[src/dmcp_pkg.sv]
// Package for the host-side controller of the dual mode control port.
// Assumes a 200 MHz system clock and a device that answers on I2C or SPI.
package dmcp_pkg;
    localparam int CLK_MHZ = 200;
    localparam int I2C_KHZ = 400;
    localparam int I2C_QTR = CLK_MHZ * 1000 / (I2C_KHZ * 4);
    localparam int SPI_HALF = 10;
    localparam logic [4:0] I2C_ADDR_HI = 5'h13;
    localparam logic [6:0] I2C_BCAST_ADDR = 7'h4C;
    localparam logic [7:0] PAGE_REG = 8'h00;

    typedef struct packed {
        logic use_spi;
        logic read;
        logic bcast;
        logic [1:0] strap;
        logic [6:0] reg_addr;
        logic [7:0] wdata;
    } dmcp_req_s;

    typedef struct packed {
        logic ack_err;
        logic [7:0] rdata;
    } dmcp_rsp_s;

    typedef enum logic [3:0] {
        ST_IDLE = 4'b0000,
        ST_START = 4'b0001,
        ST_BIT = 4'b0010,
        ST_ACK = 4'b0011,
        ST_RSTART = 4'b0100,
        ST_STOP = 4'b0101,
        ST_DONE = 4'b0110,
        ST_SPI = 4'b0111,
        ST_SPI_END = 4'b1000
    } dmcp_state_e;
endpackage : dmcp_pkg

[src/dmcp_host.sv]
// Host controller driving the device control port over I2C or SPI pins.
// Assumes pull-ups on the I2C lines and the device on the same board.
// Contract
// - Host uses one protocol only, selected per request and fixed by user.
// - Bytes are eight bits MSB first, each acknowledged.
// - Start and stop change data while clock high; data changes while low.
// - Write is start, address with 0, register, data, stop.
// - Read writes register, repeated start, address with 1.
// - Master ends read with not-acknowledge then stop.
// - SPI master makes clock and drops select to begin.
// - SPI mode CPOL 0, CPHA 1.
// - SPI write stores the byte after the command.
// - Select stays low through all bytes.
// - Register 0 is the page selector.
// - Host avoids reserved pages and registers; dmcp_host sends any reg_addr it is given, unchecked.
`timescale 1ns/1ps
`default_nettype none
module dmcp_host
(
    input wire logic i_clk,
    input wire logic i_reset_n,
    input wire logic i_req_valid,
    input wire dmcp_pkg::dmcp_req_s i_req,
    output logic o_busy,
    output logic o_rsp_valid,
    output dmcp_pkg::dmcp_rsp_s o_rsp,
    output logic o_data_or_select_pin_o,
    output logic o_data_or_select_pin_oe_n,
    input wire logic i_data_or_select_pin,
    output logic o_scl_mosi_o,
    output logic o_scl_mosi_oe_n,
    output logic o_addr_strap0_or_serial_clock_pin,
    input wire logic i_addr_strap1_or_serial_out_pin
);
    import dmcp_pkg::*;

    dmcp_state_e st_q;
    dmcp_req_s req_q;
    logic [1:0] sda_sync_q, miso_sync_q;
    logic [15:0] tick_q;
    logic [1:0] ph_q;
    logic [4:0] bit_q;
    logic [1:0] byte_q;
    logic [7:0] sh_q, rx_q;
    logic err_q;
    logic sda_q, scl_q, sclk_q, ssn_q, mosi_q;
    logic tick;
    assign tick = (tick_q == 16'h0000);
    // Pins from the device pass two flip-flops before any use.
    always_ff @(posedge i_clk or negedge i_reset_n)
    begin
        if (!i_reset_n)
        begin
            sda_sync_q <= 2'h3;
            miso_sync_q <= 2'h0;
        end
        else
        begin
            sda_sync_q <= {sda_sync_q[0], i_data_or_select_pin};
            miso_sync_q <= {miso_sync_q[0], i_addr_strap1_or_serial_out_pin};
        end
    end

    always_ff @(posedge i_clk or negedge i_reset_n)
    begin
        if (!i_reset_n)
            tick_q <= 16'h0000;
        else if (st_q == ST_IDLE || tick)
            tick_q <= req_q.use_spi ? 16'(SPI_HALF - 1) : 16'(I2C_QTR - 1);
        else
            tick_q <= tick_q - 16'h0001;
    end
    // The I2C address byte: fixed high bits plus straps, or broadcast.
    function automatic logic [7:0] addr_byte(input dmcp_req_s r, input logic rd);
        logic [6:0] a;
        a = r.bcast ? I2C_BCAST_ADDR : {I2C_ADDR_HI, r.strap};
        return {a, rd};
    endfunction
    // I2C byte phases: 0 addr W, 1 reg, 2 write or read data, 3 addr R after restart.
    always_ff @(posedge i_clk or negedge i_reset_n)
    begin
        if (!i_reset_n)
        begin
            st_q <= ST_IDLE;
            req_q <= '0;
            ph_q <= 2'h0;
            bit_q <= 5'h00;
            byte_q <= 2'h0;
            sh_q <= 8'h00;
            rx_q <= 8'h00;
            err_q <= 1'b0;
            sda_q <= 1'b1;
            scl_q <= 1'b1;
            sclk_q <= 1'b0;
            ssn_q <= 1'b1;
            mosi_q <= 1'b0;
            o_rsp_valid <= 1'b0;
            o_rsp <= '0;
            o_busy <= 1'b0;
            o_data_or_select_pin_o <= 1'b0;
            o_data_or_select_pin_oe_n <= 1'b1;
            o_scl_mosi_o <= 1'b0;
            o_scl_mosi_oe_n <= 1'b1;
        end
        else
        begin
            o_rsp_valid <= 1'b0;
            // Pins are registered so that no mux glitch reaches the open-drain lines.
            o_data_or_select_pin_o <= req_q.use_spi ? ssn_q : 1'b0;
            o_data_or_select_pin_oe_n <= req_q.use_spi ? 1'b0 : sda_q;
            o_scl_mosi_o <= req_q.use_spi ? mosi_q : 1'b0;
            o_scl_mosi_oe_n <= req_q.use_spi ? 1'b0 : scl_q;
            case (st_q)
                ST_IDLE:
                begin
                    o_busy <= 1'b0;
                    if (i_req_valid)
                    begin
                        req_q <= i_req;
                        o_busy <= 1'b1;
                        err_q <= 1'b0;
                        ph_q <= 2'h0;
                        bit_q <= 5'h00;
                        if (i_req.use_spi)
                        begin
                            sh_q <= {i_req.reg_addr, i_req.read};
                            ssn_q <= 1'b0;
                            st_q <= ST_SPI;
                        end
                        else
                        begin
                            sh_q <= addr_byte(i_req, 1'b0);
                            st_q <= ST_START;
                        end
                    end
                end
                ST_START, ST_RSTART:
                    if (tick)
                    begin
                        ph_q <= ph_q + 2'h1;
                        case (ph_q)
                            2'h0: sda_q <= 1'b1;
                            2'h1: scl_q <= 1'b1;
                            2'h2: sda_q <= 1'b0;
                            default:
                            begin
                                scl_q <= 1'b0;
                                byte_q <= (st_q == ST_RSTART) ? 2'h3 : 2'h0;
                                st_q <= ST_BIT;
                            end
                        endcase
                    end
                ST_BIT:
                    if (tick)
                    begin
                        ph_q <= ph_q + 2'h1;
                        case (ph_q)
                            2'h0: sda_q <= (byte_q == 2'h2 && req_q.read)
                                ? 1'b1 : sh_q[7];
                            2'h1: scl_q <= 1'b1;
                            2'h2: rx_q <= {rx_q[6:0], sda_sync_q[1]};
                            default:
                            begin
                                scl_q <= 1'b0;
                                sh_q <= {sh_q[6:0], 1'b0};
                                bit_q <= bit_q + 5'h01;
                                if (bit_q == 5'h07)
                                    st_q <= ST_ACK;
                            end
                        endcase
                    end
                ST_ACK:
                    if (tick)
                    begin
                        ph_q <= ph_q + 2'h1;
                        case (ph_q)
                            // Always released: the slave acks, and read data gets a NACK.
                            2'h0: sda_q <= 1'b1;
                            2'h1: scl_q <= 1'b1;
                            2'h2:
                                if (!(byte_q == 2'h2 && req_q.read) && sda_sync_q[1])
                                    err_q <= 1'b1;
                            default:
                            begin
                                scl_q <= 1'b0;
                                bit_q <= 5'h00;
                                if (err_q || byte_q == 2'h2)
                                    st_q <= ST_STOP;
                                else if (byte_q == 2'h0)
                                begin
                                    byte_q <= 2'h1;
                                    sh_q <= {1'b0, req_q.reg_addr};
                                    st_q <= ST_BIT;
                                end
                                else if (byte_q == 2'h1 && req_q.read)
                                begin
                                    sh_q <= addr_byte(req_q, 1'b1);
                                    st_q <= ST_RSTART;
                                end
                                else if (byte_q == 2'h1)
                                begin
                                    byte_q <= 2'h2;
                                    sh_q <= req_q.wdata;
                                    st_q <= ST_BIT;
                                end
                                else
                                begin
                                    byte_q <= 2'h2;
                                    sh_q <= 8'hFF;
                                    st_q <= ST_BIT;
                                end
                            end
                        endcase
                    end
                ST_STOP:
                    if (tick)
                    begin
                        ph_q <= ph_q + 2'h1;
                        case (ph_q)
                            2'h0: sda_q <= 1'b0;
                            2'h1: scl_q <= 1'b1;
                            2'h2: sda_q <= 1'b1;
                            default: st_q <= ST_DONE;
                        endcase
                    end
                ST_SPI:
                    if (tick)
                    begin
                        // Drive on the rising edge, sample on the falling one.
                        sclk_q <= ~sclk_q;
                        if (!sclk_q)
                        begin
                            mosi_q <= sh_q[7];
                            sh_q <= {sh_q[6:0], 1'b0};
                        end
                        else
                        begin
                            rx_q <= {rx_q[6:0], miso_sync_q[1]};
                            bit_q <= bit_q + 5'h01;
                            if (bit_q == 5'h07)
                                sh_q <= req_q.wdata;
                            if (bit_q == 5'h0F)
                                st_q <= ST_SPI_END;
                        end
                    end
                ST_SPI_END:
                    if (tick)
                    begin
                        ssn_q <= 1'b1;
                        st_q <= ST_DONE;
                    end
                ST_DONE:
                begin
                    o_rsp_valid <= 1'b1;
                    o_rsp <= '{ack_err: err_q, rdata: rx_q};
                    st_q <= ST_IDLE;
                end
                default: st_q <= ST_IDLE;
            endcase
        end
    end
    assign o_addr_strap0_or_serial_clock_pin = sclk_q;

    a_scl_low_change: assert property (@(posedge i_clk) disable iff (!i_reset_n)
        (st_q == ST_BIT && $changed(sda_q)) |-> !scl_q) else $error("data moved with clock high");
    a_spi_idle_low: assert property (@(posedge i_clk) disable iff (!i_reset_n)
        (st_q == ST_IDLE) |-> !sclk_q) else $error("spi clock not idle low");
    a_ss_held_low: assert property (@(posedge i_clk) disable iff (!i_reset_n)
        (st_q == ST_SPI) |-> !ssn_q) else $error("select rose mid frame");
    a_spi_sixteen: assert property (@(posedge i_clk) disable iff (!i_reset_n)
        (st_q == ST_SPI_END) |-> bit_q == 5'h10) else $error("frame not sixteen clocks");
    a_rsp_pulse: assert property (@(posedge i_clk) disable iff (!i_reset_n)
        o_rsp_valid |=> !o_rsp_valid) else $error("response not one cycle");
    a_stop_rise: assert property (@(posedge i_clk) disable iff (!i_reset_n)
        (st_q == ST_STOP && ph_q == 2'h2 && tick) |=> (sda_q && scl_q)) else $error("bad stop");
    a_addr_fixed: assert property (@(posedge i_clk) disable iff (!i_reset_n)
        (st_q == ST_START && ph_q == 2'h0) |-> sh_q[7:3] == I2C_ADDR_HI) else $error("bad addr");
    a_nack_last: assert property (@(posedge i_clk) disable iff (!i_reset_n)
        (st_q == ST_ACK && byte_q == 2'h2 && req_q.read && ph_q == 2'h2) |-> sda_q)
        else $error("no nack on read");
    c_i2c_write: cover property (@(posedge i_clk) st_q == ST_STOP && !req_q.read);
    c_i2c_read: cover property (@(posedge i_clk) st_q == ST_RSTART);
    c_spi_frame: cover property (@(posedge i_clk) st_q == ST_SPI_END);
    c_page_sel: cover property (@(posedge i_clk)
        st_q == ST_DONE && !req_q.read && req_q.reg_addr == PAGE_REG[6:0]);
endmodule : dmcp_host
`default_nettype wire

[config.mk]
export PLATFORM = sky130hd
export DESIGN_NAME = dmcp_host
export DESIGN_NICKNAME = d
export VERILOG_FILES = /design/src/dmcp_pkg.sv /design/src/dmcp_host.sv
export SDC_FILE = /design/constraint.sdc
export NUM_CORES = 1
export LEC_CHECK = 0
export BUFFER_PORTS_ARGS = -buffer_cell sky130_fd_sc_hd__buf_2
export CAP_MARGIN = 20
export CORE_MARGIN = 4
export CORE_UTILIZATION = 45
export DETAILED_ROUTE_END_ITERATION = 7
export PLACE_DENSITY_LB_ADDON = 0.1
export SLEW_MARGIN = 20
export SYNTH_ARGS = -nofsm -noshare
export SYNTH_HDL_FRONTEND = slang
export SYNTH_SLANG_ARGS = --single-unit
[constraint.sdc]
create_clock -name i_clk -period 3.3 [get_ports i_clk]
set_input_delay 0.66 -clock i_clk [delete_from_list [all_inputs] [get_ports i_clk]]
set_output_delay 0.66 -clock i_clk [all_outputs]
set_load 0.02 [all_outputs]
; ---- Word-level counts from Yosys, hierarchy flattened
; Cells that the tools add are included.
; Widths: inputs -> output; s select.
[totals]
regBits = 90
out_inout_bits = 16
[op_classes]
addsub = 3
n_eq_ne = 43
mux = 92
bitwise_logic = 1
n_reduce_logical = 36
[op_table]
columns = cell, n
row1 = $mux 8, 17
row2 = $mux 4, 14
row3 = $ne 2x2->1 const B, 23
row4 = $mux 5, 7
row5 = $pmux 8 s4, 1
row6 = $pmux 4 s7, 1
row7 = $mux 2, 12
row8 = $mux 1, 23
row9 = $pmux 5 s4, 1
row10 = $reduce_and 9->1, 2
row11 = $eq 4x3->1 const B, 4
row12 = $logic_not 16->1, 1
row13 = $mux 16, 1
row14 = $pmux 8 s2, 1
row15 = $sub 16x1->16 const B, 1
row16 = $reduce_and 5->1, 3
row17 = $reduce_and 14->1, 1
row18 = $mux 3, 4
row19 = $pmux 1 s2, 6
row20 = $reduce_bool 2->1, 6
row21 = $ne 3x3->1 const B, 3
row22 = $eq 4x2->1 const B, 2
row23 = $pmux 2 s2, 2
row24 = $reduce_and 8->1, 1
row25 = other kinds (27), 38

; ---- Depth between registers and ports, before layout
[depth]
ltp_word = 8
mapped_depth = 8
mapped_depth_nobuf = 8

; ---- Worst setup path before layout
; Ideal clock, no wire load.
[synth_timing]
path_kind = register -> register
from = reg tick_q[0]
to = reg sh_q[0]
setup_ns = 0.125
arrival_time_ns = 2.040
path_slack_ns = 1.135
path_stages_with_launch = 7
n_path_buf = 0
synth_period_minus_slack_ns = 2.165
path_cell_list = dfrtp_1 -> inv_1 -> ha_1 -> nor4b_4 -> nand4_4 -> a2111oi_4 -> mux2_4
[synth_via]
elab_chain_len = 3
elab_cells_between_ends = 5
cone_classes = eq/ne: 3 / reduce/logical: 2
[synth_rtl]
columns = element, line_no
row1 = start: declaration, dmcp_host.sv:40  ; logic [15:0] tick_q;
row2 = start signal: assignment, dmcp_host.sv:69  ; tick_q <= req_q.use_spi ? 16'(SPI_HALF - 1) : 16'(I2C_QTR - 1);
row3 = start signal: assignment, dmcp_host.sv:71  ; tick_q <= tick_q - 16'h0001;
row4 = $logic_not 16->1 (*), dmcp_host.sv:48  ; assign tick = (tick_q == 16'h0000);
row5 = $ne 2x2->1 (no line), --
row6 = $reduce_and 9->1 (no line) (*), --
row7 = end signal: assignment, dmcp_host.sv:126  ; sh_q <= {i_req.reg_addr, i_req.read};
row8 = end signal: assignment, dmcp_host.sv:132  ; sh_q <= addr_byte(i_req, 1'b0);
row9 = end signal: assignment, dmcp_host.sv:165  ; sh_q <= {sh_q[6:0], 1'b0};
row10 = end: declaration, dmcp_host.sv:44  ; logic [7:0] sh_q, rx_q;
; Mark *: on every way between the ends. The rest lies on a longest branch, timed or not.
; A chain may end at the register's enable or synchronous reset.

; ---- Worst setup path after layout
[layout_timing]
from = reg st_q[1]
to = reg sh_q[0]
[layout_via]
elab_chain_len = 3
elab_cells_between_ends = 15
cone_classes = eq/ne: 11 / mux: 1 / reduce/logical: 3
[layout_rtl]
columns = element, line_no
row1 = start: declaration, dmcp_host.sv:37  ; dmcp_state_e st_q;
row2 = start signal: assignment, dmcp_host.sv:84  ; st_q <= ST_IDLE;
row3 = start signal: assignment, dmcp_host.sv:128  ; st_q <= ST_SPI;
row4 = start signal: assignment, dmcp_host.sv:133  ; st_q <= ST_START;
row5 = "$eq 4x3->1, or another cell as far along", dmcp_host.sv:113  ; case (st_q)
row6 = "$ne 3x3->1 (no line), or another cell as far along", --
row7 = $reduce_and 9->1 (no line), --
; Parallel ways exist; a longest one is shown, timed or not.

==> key figures <==
Status
  • Status: completed

Min path
  • Worst Hold Class: primary input to async pin

Placement
  • GPL Wtd Cong: 0.885
  • Cell Area, Placed: 4980 sq um
  • DPL Wire Length: 7370 um
  • IO Port Bufs: 40

STA
  • Post-layout min period: 2620 ps
  • Max_slew headroom: 46.3%
  • Pins over their slew limit: 0
  • Setup-failing EPs final: 0
  • Fin crit share: 79.3%
  • Fmax: 382 MHz
  • Tightest Pin Transition: 805 ps
  • Clock Skews: 10.5 ps
  • Hold_ws: 240 ps
  • Final Hold Viols: 0
  • RSZ-0062 raised after global routing: false
  • Setup TNS: 0 ps

Synth
  • Synth top area share: 44.6%
  • Most numerous cell in the Yosys netlist: dfrtp_1
  • Post-Syn Nets: 460
  • Synth top cells by count: dfrtp_1, mux2_2, nand2_1
  • Synth Instances: 427
  • Synth area leaders: dfrtp_1, mux2_2, dfstp_2
  • Asr flop ratio synth: 100%
  • Post-synth EDFFs: 0
  • Top FF cell, synth: dfrtp_1
  • Area leader, netlist: dfrtp_1
  • Yosys warns: 0
  • Yosys reg bits: 90
  • Syn avg cell area: 10.9 sq um
  • Sequential area share after synthesis: 48.6%
  • Yosys cell types: 70
  • Post-Syn Area: 4650 sq um

Routing
  • Final wirelength: 10200 um
  • Detailed Routing Iterations Pass 1: 4
  • Vias: 3362
  • Final ANT Viol Nets: 0
  • Vias per inst: 5.58
  • Drt drc: 0
  • Iteration-0 DRC Markers: 181
  • WL per Instance: 16.9 um

Die
  • DIE AREA: 12000 sq um
  • Core footprint: 9910 sq um
  • Die height: 110 um
  • Cell Rows: 36
  • Io pins: 41
  • Die Wd: 110 um
  • Starting Density: 46.9%

GRT
  • First-pass GRT wire length: 17200 um
  • Grt ovf: 0
  • Vias in the first global route: 3363
  • Initial antenna violation count: 0
  • Gr usage total: 18.4%
  • Largest net degree at the start of global routing: 56

Worst setup path
  • CP Buf/Inv Count: 0
  • Worst Path Arrival: 2870 ps
  • Crit start category: register
  • Crit-path cells: o21ai_0 > a211o_2 > a2111oi_4 > mux2_4
  • WP data required: 3550 ps
  • Endpoint class of the critical path: register
  • Slowest stage delay, CP: 870 ps
  • Largest delay share family, worst path: compound AO/OA/AOI/OAI gates
  • Slowest cell on crit path: dfrtp_1
  • R2r startpoint: st_q[1]$_DFFE_PN0P_
  • Maximum fanout along the worst path: 28
  • Class of the most critical setup path: register to register
  • Crit path launch: st_q[1]$_DFFE_PN0P_

Clocking
  • Root buffer cell: clkbuf_8
  • Post-CTS Resized: 0
  • Postcts setup bufs: 0
  • CTS tree: done
  • Clock sinks: 90
  • Worst skew pair latency: 370 ps
  • CTS buffer count: 9
  • Clk slew on worst S/H paths: 90 ps
  • Clock Path Buffers: 2
  • H-tree lvl count: 3
  • CTS Hold Bufs: 0

Layout
  • Fin area: 5200 sq um
  • Final net count: 498
  • Fraction of layout instances using a drive strength above 1: 27.9%
  • Area delta synth->final: 11.8%
  • Antenna diodes: 0
  • Fillers: 917

Power and ir drop
  • PD cells: 840 nW/um^2
  • Maximum VDD drop: 0.000354 V
  • Static Leakage: 2.41 nW

Run
  • Max Cap Violations: 0
==> through the flow <==
stage          cells  utilization (%)  setup slack (ps)  power [W]
2_1_floorplan    427                -              1130    0.00309
3_3_place_gp     587             50.3               763    0.00351
3_5_place_dp     587             50.3               739    0.00355
4_1_cts          603             52.5               718    0.00440
5_1_grt          603             52.5               405    0.00470
6_report         603             52.5               683    0.00437
==> cells by family after synthesis <==
kind of cell | Yosys count | synth area share (%)
xor gates and xnor gates | 13 | 2.45
buffers and inverters | 37 | 3.58
adders and majority gates | 8 | 2.15
AOI/OAI and AO/OA | 90 | 12.8
muxes | 56 | 13.7
DFF | 90 | 48.6
and+or+nand+nor | 133 | 16.7
==> cell usage in the layout, fill, tap and decap left out, drive strengths merged, types with 2 or more instances in the layout <==
master and count:
a211o 2, a21o 3, a21oi 21, a221o 2, a221oi 2, a31oi 5
a32oi 2, and2 4, and3 3, and4 2, buf 46, bufinv 2
clkbuf 9, dfrtp 83, dfstp 7, ha 8, inv 21, mux2 44
mux2i 12, nand2 31, nand2b 5, nand3 15, nand4 2, nor2 28
nor2b 5, nor3 9, nor3b 3, nor4 7, nor4b 3, o21ai 26
o221ai 3, o22ai 4, o2bb2ai 2, o31ai 7, or3 5, or4 2
xnor2 9, xor2 4
==> path summary, 6_finish.rpt <==
kind	slack, ps	end	cells past startpoint
worst min register to register	360	sda_sync_q[1]$_DFF_PN1_	0
min in group i_clk	360	sda_sync_q[1]$_DFF_PN1_	0
worst min-delay path	240	o_data_or_select_pin_o$_DFF_PN0_	1
worst max-delay path	680	sh_q[0]$_DFFE_PN0P_	4
max in group asynchronous	2380	sda_sync_q[1]$_DFF_PN1_	2
worst max register to register	680	sh_q[0]$_DFFE_PN0P_	4
==> layout make-up <==
type | count | area [sq um] | area share, %
well taps | 133 | 166 | 3.20
clock buffers | 9 | 124 | 2.38
inverters | 18 | 67.6 | 1.30
multi-input cells | 300 | 2220 | 42.8
flip-flops and latches | 90 | 2260 | 43.5
clock inverters | 7 | 98.8 | 1.90
repair buffers | 46 | 260 | 5.00
==> worst register-to-register path: cells and delay by family (launching register included) <==
| kind | cells | cell delay [ps] |
|---|---|---|
| AOI/OAI and AO/OA | 3 | 1280 |
| DFF | 1 | 870 |
| muxes | 1 | 350 |
==> report_power, final <==
part / leakage, nW / switching (W) / internal (W)
combinational: 1.15 / 0.000898 / 0.000815
sequential: 1.14 / 0.000379 / 0.00143
clock: 0.111 / 0.000415 / 0.000433
total: 2.41 / 0.00169 / 0.00268
==> state kept, by name (all words and copies together) (netlist names), 2 cells and up <==
signal and flops:
sh_q 8, tick_q 16, miso_sync_q 2, rx_q 8, o_rsp 9, ph_q 2, req_q 20, bit_q 5
byte_q 2, st_q 4, sda_sync_q 2
==> layer usage <==
metal,part of all wire [%],global-route usage [%]
met4,1.9,6.50
met2,47,29.5
met3,4.3,2.88
met1,47,25.5
met5,0,0
(Power assumes the default switching activity.)
